[config.mk]
export PLATFORM = sky130hd
export DESIGN_NAME = ctop_core
export DESIGN_NICKNAME = d
export VERILOG_FILES = /design/src/ctop_pkg.sv /design/src/ctop_core.sv
export SDC_FILE = /design/constraint.sdc
export NUM_CORES = 2
export LEC_CHECK = 0
export ABC_AREA = 0
export BUFFER_PORTS_ARGS = -buffer_cell sky130_fd_sc_hd__buf_2
export CAP_MARGIN = 20
export CORE_ASPECT_RATIO = 2
export CORE_MARGIN = 8
export CORE_UTILIZATION = 45
export DETAILED_ROUTE_END_ITERATION = 10
export PLACE_DENSITY = 0.71
export SKIP_LAST_GASP = 1
export SLEW_MARGIN = 25
export SYNTH_ARGS = -nofsm -noshare
export SYNTH_HDL_FRONTEND = slang
export SYNTH_SLANG_ARGS = --single-unit
[constraint.sdc]
create_clock -name core_clk_i -period 30.4 [get_ports core_clk_i]
set_input_delay 4.56 -clock core_clk_i [delete_from_list [all_inputs] [get_ports core_clk_i]]
set_output_delay 4.56 -clock core_clk_i [all_outputs]
set_load 0.005 [all_outputs]
[src/ctop_pkg.sv]
// constants, types and register map of the channel-two output processing block
// How it works
// - channel two shows one of five quantities; an indicator shows which
// - noise in dBm assumes a 50 ohm load
// - ratio mode multiplies in-phase and quadrature by 1.0 V over the aux input
// - phase comes from quadrature over in-phase; negative ratio input shifts it 180 deg
// - there is no phase offset; only the reference phase moves phase
// - with 18 or 24 dB/oct filtering the in-phase output updates four times slower
// - numeric display refreshes at a fixed 2 Hz
// - bar-graph refreshes at 64 Hz
// - readout and storage values update at most at 512 Hz
// - noise recomputed at 512 Hz up to 30 ms, else 25.6 times per time constant
// - offsets are added before ratio and filtering; phase uses corrected values
// - a reference phase change rotates the offset vector by minus that change
// - both offset enables always switch together
// - auto on either quantity offsets both and enables both
// - channel-two on/off works only while quadrature is shown; last value reapplied
// - offset indicator lit when the shown quantity is touched by the offsets
// - auto loads minus the last raw quadrature sample, taken before offset and ratio, and enables the offset
// - modify shows quadrature offset on the reference display until another view key
// - offsets are held as a fraction of full-scale sensitivity
// - a steady 1.000 V ratio input equals ratio off; either sign accepted
// - two ratio modes, by aux input one or two; phase is computed from the ratioed values; the shown aux input two is never ratioed
// - ratio after offsets, before filters; noise comes from the ratioed quadrature
// - overflow indicator when the ratio aux input exceeds plus or minus 10.5 V
// - underflow indicator when the ratio aux input magnitude is below 50 mV
package ctop_pkg;
	localparam int unsigned CLK_HZ = 125_000_000;
	localparam int unsigned DISP_HZ = 2;
	localparam int unsigned BAR_HZ = 64;
	localparam int unsigned READ_HZ = 512;
	// least periods, rounded up to whole cycles
	localparam int unsigned DISP_CYC = (CLK_HZ + DISP_HZ - 1) / DISP_HZ;
	localparam int unsigned BAR_CYC = (CLK_HZ + BAR_HZ - 1) / BAR_HZ;
	localparam int unsigned READ_CYC = (CLK_HZ + READ_HZ - 1) / READ_HZ;
	localparam int unsigned NOISE_FAST_TC_MS = 30;
	localparam int unsigned NOISE_FAST_TC_US = NOISE_FAST_TC_MS * 1000;
	// 25.6 updates per time constant: cycles = tc_us * (CLK_HZ / 1e6) * 10 / 256
	localparam int unsigned NOISE_MUL = CLK_HZ / 100_000;
	localparam int unsigned NOISE_DIV_SHIFT = 8;
	localparam int unsigned AUX_ONE_VOLT_MV = 1000;
	localparam int unsigned AUX_OVER_MV = 10500;
	localparam int unsigned AUX_UNDER_MV = 50;
	localparam int unsigned LOAD_OHM = 50;
	// 10*log10(1 V^2 / LOAD_OHM / 1 mW) in 0.01 dB
	localparam int signed LOAD_DBM_CENTI = 1301;
	// 20*log10(1 uV) in 0.01 dB, one sample count is 1 uV
	localparam int signed LSB_DB_CENTI = -12000;
	localparam int signed DB_PER_OCT_CENTI = 602;
	localparam int signed DBM_FLOOR_CENTI = -22000;
	localparam int signed DEG_CENTI_CIRCLE = 36000;
	localparam int unsigned SW = 16;
	localparam int unsigned CW = 20;
	localparam int unsigned RW = 18;
	localparam int unsigned DIV_N = 28;
	localparam int unsigned CORDIC_N = 16;
	localparam int unsigned PCT_SHIFT = 15;
	localparam logic [14:0] CORDIC_GAIN_INV = 15'h4DBA;
	localparam logic [15:0] HALF_TURN = 16'h8000;
	localparam logic signed [15:0] KNOB_STEP = 16'sh0040;
	localparam logic [15:0] ATAN_TAB [CORDIC_N] = '{16'h2000, 16'h12E4, 16'h09FB, 16'h0511,
		16'h028B, 16'h0146, 16'h00A3, 16'h0051, 16'h0029, 16'h0014, 16'h000A, 16'h0005,
		16'h0003, 16'h0001, 16'h0001, 16'h0000};
	localparam logic [7:0] REG_CTRL = 8'h00;
	localparam logic [7:0] REG_XOFS = 8'h04;
	localparam logic [7:0] REG_YOFS = 8'h08;
	localparam logic [7:0] REG_STAT = 8'h0C;
	localparam logic [7:0] REG_READ = 8'h10;
	localparam int unsigned CTRL_SEL_LSB = 0;
	localparam int unsigned CTRL_EN_BIT = 3;
	localparam int unsigned STAT_OVER_BIT = 4;
	localparam int unsigned STAT_UNDER_BIT = 5;
	localparam int unsigned STAT_BUSY_BIT = 6;
	localparam logic signed [15:0] OFS_RST = 16'sh0000;
	typedef enum logic [2:0] {SEL_Y, SEL_PHASE, SEL_NOISE_V, SEL_NOISE_DBM, SEL_AUX2} ctop_sel_t;
	localparam int unsigned SEL_COUNT = 5;
	typedef enum logic [1:0] {RATIO_OFF, RATIO_AUX1, RATIO_AUX2} ctop_ratio_t;
	typedef enum logic [1:0] {SLOPE_6, SLOPE_12, SLOPE_18, SLOPE_24} ctop_slope_t;
	typedef struct packed {
		logic signed [SW-1:0] x;
		logic signed [SW-1:0] y;
	} ctop_xy_t;
endpackage

[src/ctop_core.sv]
// channel-two output processing: offsets, ratio, phase, noise and update pacing
`timescale 1ns/1ps
module ctop_core #(
	parameter int unsigned DISP_CYC = ctop_pkg::DISP_CYC,
	parameter int unsigned BAR_CYC = ctop_pkg::BAR_CYC,
	parameter int unsigned READ_CYC = ctop_pkg::READ_CYC
) (
	input wire logic core_clk_i,
	input wire logic sys_rst_i,
	input wire logic sample_valid_i,
	output logic sample_ready_o,
	input wire ctop_pkg::ctop_xy_t sample_i,
	input wire logic signed [15:0] aux1_i,
	input wire logic signed [15:0] aux2_i,
	input wire logic [3:0] sens_shift_i,
	input wire logic [15:0] ref_phase_i,
	input wire ctop_pkg::ctop_slope_t slope_i,
	input wire logic [31:0] tc_us_i,
	input wire ctop_pkg::ctop_ratio_t ratio_mode_i,
	input wire logic key_display_i,
	input wire logic key_onoff_i,
	input wire logic key_auto_i,
	input wire logic key_modify_i,
	input wire logic key_ref_view_i,
	input wire logic knob_step_i,
	input wire logic knob_up_i,
	input wire logic ch1_onoff_i,
	input wire logic ch1_auto_i,
	input wire logic [7:0] reg_addr_i,
	input wire logic [31:0] reg_wdata_i,
	input wire logic reg_wr_i,
	input wire logic reg_rd_i,
	output logic [31:0] reg_rdata_o,
	output logic [4:0] disp_ind_o,
	output logic signed [31:0] disp_value_o,
	output logic signed [31:0] bar_value_o,
	output logic signed [31:0] readout_value_o,
	output logic readout_stb_o,
	output logic signed [17:0] x_out_o,
	output logic x_out_stb_o,
	output logic signed [17:0] y_out_o,
	output logic y_out_stb_o,
	output logic offs_ind_o,
	output logic [1:0] ratio_ind_o,
	output logic overflow_o,
	output logic underflow_o,
	output logic ref_show_offs_o,
	output logic signed [15:0] ref_offs_pct_o
);
	localparam int unsigned SW = ctop_pkg::SW;
	localparam int unsigned CW = ctop_pkg::CW;
	localparam int unsigned RW = ctop_pkg::RW;
	localparam int unsigned DN = ctop_pkg::DIV_N;
	localparam int unsigned PER [3] = '{DISP_CYC, BAR_CYC, READ_CYC};

	initial begin
		if (DISP_CYC == 0 || BAR_CYC == 0 || READ_CYC == 0) begin
			$error("ctop_core: tick periods must be at least one cycle");
		end
	end

	typedef enum logic [2:0] {ST_IDLE, ST_DIV, ST_FIX, ST_LOAD, ST_VEC, ST_ROT, ST_DONE}
		ctop_st_t;

	function automatic logic signed [15:0] sat16(input logic signed [39:0] v);
		if (v > 40'sd32767) begin
			return 16'sh7FFF;
		end else if (v < -40'sd32768) begin
			return 16'sh8000;
		end
		return v[15:0];
	endfunction

	// noise magnitude to 0.01 dBm using a piecewise-linear log2
	function automatic logic signed [31:0] to_dbm(input logic [CW-1:0] v);
		logic [4:0] msb;
		logic [CW-1:0] norm;
		logic [31:0] frac;
		msb = 5'h00;
		for (int i = 0; i < CW; i++) begin
			if (v[i]) begin
				msb = 5'(i);
			end
		end
		norm = v << (5'(CW - 1) - msb);
		frac = {24'h000000, norm[CW-2 -: 8]};
		if (v == '0) begin
			return ctop_pkg::DBM_FLOOR_CENTI;
		end
		return $signed({27'h0000000, msb}) * ctop_pkg::DB_PER_OCT_CENTI
			+ $signed(32'(frac * 32'(ctop_pkg::DB_PER_OCT_CENTI)) >> 8)
			+ ctop_pkg::LSB_DB_CENTI + ctop_pkg::LOAD_DBM_CENTI;
	endfunction

	ctop_pkg::ctop_sel_t sel_r;
	ctop_st_t st_r;
	logic ofs_en_r;
	logic signed [15:0] xofs_r;
	logic signed [15:0] yofs_r;
	logic view_offs_r;
	logic [15:0] ref_prev_r;
	logic [15:0] ang_acc_r;
	logic rot_pend_r;
	logic is_rot_r;
	logic [4:0] cnt_r;
	logic signed [CW-1:0] cx_r;
	logic signed [CW-1:0] cy_r;
	logic [15:0] cz_r;
	logic [DN-1:0] dq_r [2];
	logic [DN:0] drem_r [2];
	logic [DN-1:0] dq_nxt [2];
	logic [DN:0] drem_nxt [2];
	logic [1:0] neg_r;
	logic [15:0] den_r;
	ctop_pkg::ctop_xy_t raw_r;
	logic signed [RW-1:0] rx_r;
	logic signed [RW-1:0] ry_r;
	logic signed [31:0] phase_cd_r;
	logic done_r;
	logic rot_done_r;
	logic signed [15:0] aux_sel;
	logic [15:0] aux_mag;
	logic signed [RW-1:0] xo_abs;
	logic signed [RW-1:0] yo_abs;
	logic signed [RW-1:0] corr_x;
	logic signed [RW-1:0] corr_y;
	logic ratio_on;
	logic auto_go;
	logic onoff_go;
	logic [2:0] tick;
	logic noise_tick;
	logic [39:0] noise_cnt_r;
	logic [39:0] noise_per;
	logic signed [CW-1:0] navg_r;
	logic signed [CW-1:0] ndev_r;
	logic signed [CW-1:0] ndiff;
	logic signed [CW-1:0] nabs;
	logic signed [CW-1:0] noise_v_r;
	logic signed [31:0] noise_dbm_r;
	logic signed [31:0] qty;
	logic [1:0] xq_cnt_r;
	logic signed [39:0] gx;
	logic signed [39:0] gy;

	assign ratio_on = ratio_mode_i != ctop_pkg::RATIO_OFF;
	assign aux_sel = (ratio_mode_i == ctop_pkg::RATIO_AUX2) ? aux2_i : aux1_i;
	assign aux_mag = aux_sel[15] ? 16'(-aux_sel) : aux_sel;
	// offset fraction of full scale back to sample counts
	assign xo_abs = RW'(($signed({{24{xofs_r[15]}}, xofs_r}) <<< sens_shift_i)
		>>> ctop_pkg::PCT_SHIFT);
	assign yo_abs = RW'(($signed({{24{yofs_r[15]}}, yofs_r}) <<< sens_shift_i)
		>>> ctop_pkg::PCT_SHIFT);
	assign corr_x = RW'(sample_i.x) + (ofs_en_r ? xo_abs : RW'(0));
	assign corr_y = RW'(sample_i.y) + (ofs_en_r ? yo_abs : RW'(0));
	// no sample while busy, while a rotation waits, or while its result is written back
	assign sample_ready_o = st_r == ST_IDLE && !rot_pend_r && !rot_done_r;

	always_comb begin
		for (int k = 0; k < 2; k++) begin
			drem_nxt[k] = {drem_r[k][DN-1:0], dq_r[k][DN-1]};
			dq_nxt[k] = {dq_r[k][DN-2:0], 1'b0};
			if (drem_nxt[k] >= {13'h0000, den_r}) begin
				drem_nxt[k] = drem_nxt[k] - {13'h0000, den_r};
				dq_nxt[k][0] = 1'b1;
			end
		end
	end

	// shared engine: ratio divide, phase vectoring, offset rotation
	always_ff @(posedge core_clk_i or posedge sys_rst_i) begin
		if (sys_rst_i) begin
			st_r <= ST_IDLE;
			is_rot_r <= 1'b0;
			cnt_r <= 5'h00;
			cx_r <= '0;
			cy_r <= '0;
			cz_r <= 16'h0000;
			dq_r <= '{default: '0};
			drem_r <= '{default: '0};
			neg_r <= 2'h0;
			den_r <= 16'h0000;
			raw_r <= '0;
			rx_r <= '0;
			ry_r <= '0;
			phase_cd_r <= 32'sh00000000;
			done_r <= 1'b0;
			rot_done_r <= 1'b0;
		end else begin
			done_r <= 1'b0;
			rot_done_r <= 1'b0;
			case (st_r)
				ST_IDLE: begin
					cnt_r <= 5'h00;
					if (rot_pend_r && !rot_done_r) begin
						is_rot_r <= 1'b1;
						// fold angles beyond a quarter turn into range
						if (ang_acc_r[15] ^ ang_acc_r[14]) begin
							cx_r <= -CW'(xofs_r);
							cy_r <= -CW'(yofs_r);
							cz_r <= ang_acc_r + ctop_pkg::HALF_TURN;
						end else begin
							cx_r <= CW'(xofs_r);
							cy_r <= CW'(yofs_r);
							cz_r <= ang_acc_r;
						end
						st_r <= ST_ROT;
					end else if (sample_valid_i && !rot_done_r) begin
						is_rot_r <= 1'b0;
						raw_r <= sample_i;
						if (ratio_on) begin
							// |v| * 1000 / |aux|, so 1000 mV gives v exactly
							dq_r[0] <= DN'(RW'(corr_x[RW-1] ? -corr_x : corr_x)
								* ctop_pkg::AUX_ONE_VOLT_MV);
							dq_r[1] <= DN'(RW'(corr_y[RW-1] ? -corr_y : corr_y)
								* ctop_pkg::AUX_ONE_VOLT_MV);
							drem_r <= '{default: '0};
							den_r <= aux_mag;
							neg_r <= {corr_y[RW-1] ^ aux_sel[15], corr_x[RW-1] ^ aux_sel[15]};
							st_r <= ST_DIV;
						end else begin
							rx_r <= corr_x;
							ry_r <= corr_y;
							st_r <= ST_LOAD;
						end
					end
				end
				ST_DIV: begin
					dq_r <= dq_nxt;
					drem_r <= drem_nxt;
					cnt_r <= cnt_r + 5'h01;
					if (cnt_r == 5'(DN - 1)) begin
						st_r <= ST_FIX;
					end
				end
				ST_FIX: begin
					// saturate and restore sign; negative aux flips both components
					rx_r <= (dq_r[0] > DN'(2 ** (RW - 1) - 1)) ? (neg_r[0] ? -RW'(2 ** (RW - 1) - 1)
						: RW'(2 ** (RW - 1) - 1)) : (neg_r[0] ? -RW'(dq_r[0]) : RW'(dq_r[0]));
					ry_r <= (dq_r[1] > DN'(2 ** (RW - 1) - 1)) ? (neg_r[1] ? -RW'(2 ** (RW - 1) - 1)
						: RW'(2 ** (RW - 1) - 1)) : (neg_r[1] ? -RW'(dq_r[1]) : RW'(dq_r[1]));
					st_r <= ST_LOAD;
				end
				ST_LOAD: begin
					cnt_r <= 5'h00;
					// left half plane starts at half a turn, giving 180 deg on sign flip
					cx_r <= rx_r[RW-1] ? -CW'(rx_r) : CW'(rx_r);
					cy_r <= rx_r[RW-1] ? -CW'(ry_r) : CW'(ry_r);
					cz_r <= rx_r[RW-1] ? ctop_pkg::HALF_TURN : 16'h0000;
					st_r <= ST_VEC;
				end
				ST_VEC: begin
					if (!cy_r[CW-1]) begin
						cx_r <= cx_r + (cy_r >>> cnt_r);
						cy_r <= cy_r - (cx_r >>> cnt_r);
						cz_r <= cz_r + ctop_pkg::ATAN_TAB[cnt_r[3:0]];
					end else begin
						cx_r <= cx_r - (cy_r >>> cnt_r);
						cy_r <= cy_r + (cx_r >>> cnt_r);
						cz_r <= cz_r - ctop_pkg::ATAN_TAB[cnt_r[3:0]];
					end
					cnt_r <= cnt_r + 5'h01;
					if (cnt_r == 5'(ctop_pkg::CORDIC_N - 1)) begin
						st_r <= ST_DONE;
					end
				end
				ST_ROT: begin
					if (!cz_r[15]) begin
						cx_r <= cx_r - (cy_r >>> cnt_r);
						cy_r <= cy_r + (cx_r >>> cnt_r);
						cz_r <= cz_r - ctop_pkg::ATAN_TAB[cnt_r[3:0]];
					end else begin
						cx_r <= cx_r + (cy_r >>> cnt_r);
						cy_r <= cy_r - (cx_r >>> cnt_r);
						cz_r <= cz_r + ctop_pkg::ATAN_TAB[cnt_r[3:0]];
					end
					cnt_r <= cnt_r + 5'h01;
					if (cnt_r == 5'(ctop_pkg::CORDIC_N - 1)) begin
						st_r <= ST_DONE;
					end
				end
				ST_DONE: begin
					if (is_rot_r) begin
						rot_done_r <= 1'b1;
					end else begin
						// phase from quadrature over in-phase of corrected values
						phase_cd_r <= ($signed({{16{cz_r[15]}}, cz_r})
							* ctop_pkg::DEG_CENTI_CIRCLE) >>> 16;
						done_r <= 1'b1;
					end
					st_r <= ST_IDLE;
				end
				default: st_r <= ST_IDLE;
			endcase
		end
	end

	// reference phase tracking; a new change in the start cycle is kept
	always_ff @(posedge core_clk_i or posedge sys_rst_i) begin
		if (sys_rst_i) begin
			ref_prev_r <= 16'h0000;
			ang_acc_r <= 16'h0000;
			rot_pend_r <= 1'b0;
		end else begin
			ref_prev_r <= ref_phase_i;
			if (st_r == ST_IDLE && rot_pend_r && !rot_done_r) begin
				ang_acc_r <= ref_prev_r - ref_phase_i;
				rot_pend_r <= ref_phase_i != ref_prev_r;
			end else if (ref_phase_i != ref_prev_r) begin
				ang_acc_r <= ang_acc_r - (ref_phase_i - ref_prev_r);
				rot_pend_r <= 1'b1;
			end
		end
	end

	assign gx = ($signed({{20{cx_r[CW-1]}}, cx_r}) * $signed({25'h0, ctop_pkg::CORDIC_GAIN_INV}))
		>>> ctop_pkg::PCT_SHIFT;
	assign gy = ($signed({{20{cy_r[CW-1]}}, cy_r}) * $signed({25'h0, ctop_pkg::CORDIC_GAIN_INV}))
		>>> ctop_pkg::PCT_SHIFT;
	assign auto_go = (key_auto_i && sel_r == ctop_pkg::SEL_Y) || ch1_auto_i;
	assign onoff_go = (key_onoff_i && sel_r == ctop_pkg::SEL_Y) || ch1_onoff_i;

	// offset values, as fractions of full scale
	always_ff @(posedge core_clk_i or posedge sys_rst_i) begin
		if (sys_rst_i) begin
			xofs_r <= ctop_pkg::OFS_RST;
			yofs_r <= ctop_pkg::OFS_RST;
		end else if (auto_go) begin
			xofs_r <= sat16(-(($signed({{24{raw_r.x[SW-1]}}, raw_r.x}) <<< ctop_pkg::PCT_SHIFT)
				>>> sens_shift_i));
			yofs_r <= sat16(-(($signed({{24{raw_r.y[SW-1]}}, raw_r.y}) <<< ctop_pkg::PCT_SHIFT)
				>>> sens_shift_i));
		end else if (rot_done_r) begin
			xofs_r <= sat16(gx);
			yofs_r <= sat16(gy);
		end else if (knob_step_i && view_offs_r) begin
			yofs_r <= sat16(40'(yofs_r) + (knob_up_i ? 40'(ctop_pkg::KNOB_STEP)
				: -40'(ctop_pkg::KNOB_STEP)));
		end else if (reg_wr_i && reg_addr_i == ctop_pkg::REG_XOFS) begin
			xofs_r <= reg_wdata_i[15:0];
		end else if (reg_wr_i && reg_addr_i == ctop_pkg::REG_YOFS) begin
			yofs_r <= reg_wdata_i[15:0];
		end
	end

	// one enable for both offsets; values are kept while off
	always_ff @(posedge core_clk_i or posedge sys_rst_i) begin
		if (sys_rst_i) begin
			ofs_en_r <= 1'b0;
		end else if (auto_go) begin
			ofs_en_r <= 1'b1;
		end else if (onoff_go) begin
			ofs_en_r <= !ofs_en_r;
		end else if (reg_wr_i && reg_addr_i == ctop_pkg::REG_CTRL) begin
			ofs_en_r <= reg_wdata_i[ctop_pkg::CTRL_EN_BIT];
		end
	end

	// display selection and reference display view
	always_ff @(posedge core_clk_i or posedge sys_rst_i) begin
		if (sys_rst_i) begin
			sel_r <= ctop_pkg::SEL_Y;
			view_offs_r <= 1'b0;
		end else begin
			if (key_display_i) begin
				sel_r <= (sel_r == ctop_pkg::SEL_AUX2) ? ctop_pkg::SEL_Y
					: ctop_pkg::ctop_sel_t'(sel_r + 3'h1);
			end else if (reg_wr_i && reg_addr_i == ctop_pkg::REG_CTRL
				&& reg_wdata_i[2:0] < 3'(ctop_pkg::SEL_COUNT)) begin
				sel_r <= ctop_pkg::ctop_sel_t'(reg_wdata_i[ctop_pkg::CTRL_SEL_LSB +: 3]);
			end
			if (key_ref_view_i || (key_display_i && sel_r == ctop_pkg::SEL_Y)) begin
				view_offs_r <= 1'b0;
			end else if (key_modify_i && sel_r == ctop_pkg::SEL_Y) begin
				view_offs_r <= 1'b1;
			end
		end
	end

	// display, bar-graph and readout pacing
	generate
		for (genvar g = 0; g < 3; g++) begin : g_tick
			logic [31:0] tcnt_r;
			always_ff @(posedge core_clk_i or posedge sys_rst_i) begin
				if (sys_rst_i) begin
					tcnt_r <= 32'h00000000;
				end else if (tcnt_r == PER[g] - 1) begin
					tcnt_r <= 32'h00000000;
				end else begin
					tcnt_r <= tcnt_r + 32'h00000001;
				end
			end
			assign tick[g] = tcnt_r == PER[g] - 1;
		end
	endgenerate

	assign noise_per = (tc_us_i <= ctop_pkg::NOISE_FAST_TC_US) ? 40'(READ_CYC)
		: ((40'(tc_us_i) * 40'(ctop_pkg::NOISE_MUL)) >> ctop_pkg::NOISE_DIV_SHIFT);
	assign noise_tick = noise_cnt_r >= noise_per - 40'h1;
	assign ndiff = CW'(ry_r) - navg_r;
	assign nabs = ndiff[CW-1] ? -ndiff : ndiff;

	// noise from the ratioed quadrature stream
	always_ff @(posedge core_clk_i or posedge sys_rst_i) begin
		if (sys_rst_i) begin
			noise_cnt_r <= 40'h0;
			navg_r <= '0;
			ndev_r <= '0;
			noise_v_r <= '0;
			noise_dbm_r <= ctop_pkg::DBM_FLOOR_CENTI;
		end else begin
			noise_cnt_r <= noise_tick ? 40'h0 : noise_cnt_r + 40'h1;
			if (done_r) begin
				navg_r <= navg_r + (ndiff >>> 4);
				ndev_r <= ndev_r + ((nabs - ndev_r) >>> 4);
			end
			if (noise_tick) begin
				noise_v_r <= ndev_r;
				noise_dbm_r <= to_dbm(ndev_r);
			end
		end
	end

	always_comb begin
		case (sel_r)
			ctop_pkg::SEL_Y: qty = 32'(ry_r);
			ctop_pkg::SEL_PHASE: qty = phase_cd_r;
			ctop_pkg::SEL_NOISE_V: qty = 32'(noise_v_r);
			ctop_pkg::SEL_NOISE_DBM: qty = noise_dbm_r;
			ctop_pkg::SEL_AUX2: qty = 32'(aux2_i);
			default: qty = 32'sh00000000;
		endcase
	end

	// paced outputs and indicators
	always_ff @(posedge core_clk_i or posedge sys_rst_i) begin
		if (sys_rst_i) begin
			disp_value_o <= 32'sh00000000;
			bar_value_o <= 32'sh00000000;
			readout_value_o <= 32'sh00000000;
			readout_stb_o <= 1'b0;
			x_out_o <= '0;
			x_out_stb_o <= 1'b0;
			y_out_o <= '0;
			y_out_stb_o <= 1'b0;
			xq_cnt_r <= 2'h0;
			overflow_o <= 1'b0;
			underflow_o <= 1'b0;
		end else begin
			if (tick[0]) begin
				disp_value_o <= qty;
			end
			if (tick[1]) begin
				bar_value_o <= qty;
			end
			readout_stb_o <= tick[2];
			if (tick[2]) begin
				readout_value_o <= qty;
			end
			y_out_stb_o <= done_r;
			x_out_stb_o <= 1'b0;
			if (done_r) begin
				y_out_o <= ry_r;
				xq_cnt_r <= xq_cnt_r + 2'h1;
				if (xq_cnt_r == 2'h3 || !(slope_i == ctop_pkg::SLOPE_18
					|| slope_i == ctop_pkg::SLOPE_24)) begin
					x_out_o <= rx_r;
					x_out_stb_o <= 1'b1;
				end
			end
			overflow_o <= ratio_on && aux_mag > 16'(ctop_pkg::AUX_OVER_MV);
			underflow_o <= ratio_on && aux_mag < 16'(ctop_pkg::AUX_UNDER_MV);
		end
	end

	always_ff @(posedge core_clk_i or posedge sys_rst_i) begin
		if (sys_rst_i) begin
			reg_rdata_o <= 32'h00000000;
		end else if (reg_rd_i) begin
			case (reg_addr_i)
				ctop_pkg::REG_CTRL: reg_rdata_o <= {28'h0000000, ofs_en_r, sel_r};
				ctop_pkg::REG_XOFS: reg_rdata_o <= {{16{xofs_r[15]}}, xofs_r};
				ctop_pkg::REG_YOFS: reg_rdata_o <= {{16{yofs_r[15]}}, yofs_r};
				ctop_pkg::REG_STAT: reg_rdata_o <= {25'h0000000, st_r != ST_IDLE,
					underflow_o, overflow_o, ofs_en_r, sel_r};
				ctop_pkg::REG_READ: reg_rdata_o <= readout_value_o;
				default: reg_rdata_o <= 32'h00000000;
			endcase
		end else begin
			reg_rdata_o <= 32'h00000000;
		end
	end

	always_comb begin
		for (int s = 0; s < 5; s++) begin
			disp_ind_o[s] = sel_r == ctop_pkg::ctop_sel_t'(s);
		end
	end

	assign offs_ind_o = ofs_en_r && (sel_r == ctop_pkg::SEL_Y
		|| sel_r == ctop_pkg::SEL_PHASE);
	assign ratio_ind_o = {ratio_mode_i == ctop_pkg::RATIO_AUX2,
		ratio_mode_i == ctop_pkg::RATIO_AUX1};
	assign ref_show_offs_o = view_offs_r;
	assign ref_offs_pct_o = yofs_r;
endmodule // ctop_core

==> flow_summary.ini <==
[yosys]
yosys_register_bits = 689
synth.mux.area_fraction_pct = 5.172
synth_compound_area_share_pct = 16.62
async_reset_ff_share_pct = 100.0
synth-xor-area-share_pct = 7.285
synth_fa_ha_area_share_pct = 28.07
synthCells = 9813
syn_area_um2 = 83920
synth_warnings = 0
synth_top_family_by_area = adder cells
synth-simple-area-share_pct = 14.18
ys_seq_area_share_pct = 20.56
synth_cell_type_count = 94
synth_edf_count = 0
synthFlopType = dfrtp_1
avgSynthCellArea_um2 = 8.552

[sta]
finalHoldViolations = 0
hold_ws_ps = 463.1
rsz0062_at_grt = false
slew_headroom_pct = 22.28
setup_viol = 0
fmax_mhz = 66.76
finalSetupTns_ps = 0
fin_skew_ps = 62.38
period_share_pct = 49.28
worstMarginPinSlew_ps = 1166
fin_crit_ps = 14980
slew_viol_final = 0
layout_setup_ws_ps = 15420

[layout]
nNetsFinal = 11680
nFillCells = 17670
final_cell_area_um2 = 90950
multi_input_area_um2 = 60080
syn2layout_area_growth_pct = 8.382
seqCellArea_um2 = 17260
drive_gt1_share_pct = 8.847

[drt]
maxUsedRoutingLayer = met5
drt_iter0_drc = 5853
via_count = 73950
routedLengthMet1_um = 98360
met2_length_um = 138600
viasPerCell = 5.892
drcViolationCount = 1
firstDrtPassIters = 11
wl_per_cell_um = 22.97
final_antenna_net_count = 0
wl_um = 288300
wl_met3_um = 24180

[grt]
antenna_found_initial = 52
grt_pass1_vias = 76920
grt_overflow = 0
grt_pass1_wl_um = 441800
track_usage_pct = 28.27
grt_max_degree = 122

[clock_network]
cts_hold_buffers = 0
clock_latency_ps = 720
cts_buffers = 76
cts_tree = done
cts_root_buffer = clkbuf_16
cts_setup_buffers = 0
cts.path.max_buffers = 3
cts_resized = 0
path_clk_slew_ps = 70
cts.sinks = 689
htree_levels = 3

[critical_path]
cpMaxStageDelayCell = a211oi_1
path_class = input port to flip-flop
start_kind = input port
crit_path_frequent_cell = a21oi_1
cp-end-kind = flip-flop
cp.arrival_ps = 15540
cp_max_fo = 47
cp.required_ps = 30970
slowest_delay_ps = 610

[outcome]
outcome = finished, violations left
failed_checks = DRC

[placed_design]
place.port_buffers = 351
placed_area_um2 = 88170
dpl_worst_slack_ps = 14980
place.gp.congestion = 1.028
dp_hpwl_um = 232400

[job]
max_cap_violations = 0

[floorplan]
initial_core_util_pct = 45.16
core_um2 = 185800
die-area_um2 = 201400
num_io_pins = 369
die_y_um = 626.7
die_x_um = 321.4
fp-row-count = 224

[min_path]
min_path_type = flip-flop to flip-flop
[kinds of logic (layout without fill, tap and decap cells)]
logic type	after synthesis	count (layout)
AND/OR/NAND/NOR	2560	2560
AO/OA/AOI/OAI	2214	2214
XOR/XNOR	698	698
multiplexers	356	356
other	1	53
flip-flops	689	689
adder cells (fa/ha/maj)	1545	1545
buffers and inverters	1750	1950
[critical path: cells and delay by family]
| kind | cells | cell delay [ps] |
|---|---|---|
| AND/OR/NAND/NOR | 4 | 620 |
| buffers and inverters | 6 | 1890 |
| AO/OA/AOI/OAI | 22 | 4950 |
| XOR/XNOR | 2 | 770 |
| adder cells (fa/ha/maj) | 6 | 2710 |
[cells in the mapped netlist (50+ instances only)]
master / number / share of area, %
a211oi_1: 70 / 0.63
a21o_1: 120 / 1.1
a21oi_1: 627 / 3.7
a22oi_1: 60 / 0.54
a31oi_1: 70 / 0.52
and2_1: 54 / 0.40
and3_1: 63 / 0.47
clkbuf_1: 314 / 1.4
dfrtp_1: 681 / 20
fa_1: 564 / 13
ha_1: 979 / 15
inv_1: 1321 / 5.9
mux2_2: 116 / 1.6
mux2i_1: 187 / 2.2
mux4_2: 50 / 1.3
nand2_1: 810 / 3.6
nand2b_1: 69 / 0.51
nand3_1: 215 / 1.3
nand4_1: 74 / 0.55
nor2_1: 705 / 3.2
nor2b_1: 92 / 0.69
nor3_1: 200 / 1.2
nor4_1: 56 / 0.42
o21a_1: 95 / 0.85
o21ai_0: 559 / 3.3
o21bai_1: 70 / 0.63
o22ai_1: 86 / 0.64
o31ai_1: 59 / 0.53
or3_1: 85 / 0.63
xnor2_1: 421 / 4.4
xor2_1: 277 / 2.9
[layout by cell type (no fill, tap or decap), drive strengths merged, types with 48 or more instances in the layout]
master	synthesis	final
o31ai	59	59
a21o	120	120
dfrtp	681	681
a21oi	627	627
mux2	118	118
nand2b	69	69
mux2i	188	188
nand3	215	215
and2	55	55
nor2	705	705
o211ai	48	48
a211oi	70	70
o22ai	86	86
nor3	202	202
fa	564	564
xor2	277	277
nor4	56	56
clkbuf	315	99
nor2b	92	92
ha	979	979
nand2	810	810
o21a	95	95
a22oi	60	60
o21ai	568	568
xnor2	421	421
a31oi	70	70
buf	105	482
or3	85	85
o21bai	70	70
nand4	74	74
mux4	50	50
and3	63	63
inv	1324	1332
[final timing paths]
path,start,endpoint,slack (ps),cells past startpoint
worst max-delay path,sens_shift_i[2],dq_nxt[55]$_DFFE_PP0P_,15420,40
worst min-delay path,disp_value_o[4]$_DFFE_PP0N_,disp_value_o[4]$_DFFE_PP0N_,460,2
worst max register to register,ref_offs_pct_o[7]$_DFFE_PP0P_,dq_nxt[27]$_DFFE_PP0P_,19240,41
worst min register to register,disp_value_o[4]$_DFFE_PP0N_,disp_value_o[4]$_DFFE_PP0N_,460,2
max in group asynchronous,sys_rst_i,g_tick[2].tcnt_r[31]$_DFF_PP0_,23320,5
min in group asynchronous,sys_rst_i,readout_value_o[9]$_DFFE_PP0P_,4080,2
[metal layers]
metal	vias to the layer above	global-route usage (%)
li1	33890	-
met1	35970	29.29
met2	2984	48.46
met3	1091	7.278
met4	26	22.15
met5	-	0
[layout make-up]
type	count	share of cell area, %
multi-input combinational	7387	66.06
sequential	689	18.98
inverter	1330	5.497
tap	2486	3.420
timing repair buffer	482	3.031
clock buffer	99	2.354
clock inverter	39	0.5544
antenna	39	0.1073
[state kept, by name, indices dropped and copies added (netlist names), 32 cells and up]
| signal | flops |
|---|---|
| dq_nxt | 54 |
| raw_r | 32 |
| drem_r | 56 |
| g_tick.tcnt_r | 96 |
| noise_cnt_r | 40 |
[per-stage QoR]
| stage | util (%) | instances |
|---|---|---|
| floorplan | - | 9826 |
| global placement | 47.44 | 12370 |
| detailed placement | 47.45 | 12370 |
| CTS | 48.87 | 12510 |
| global route | 48.90 | 12520 |
| finish | 48.95 | 12550 |
Power is left out: the tool's default activity adds up to more than one toggle a clock period on the data nets, which glitch-free logic cannot reach.
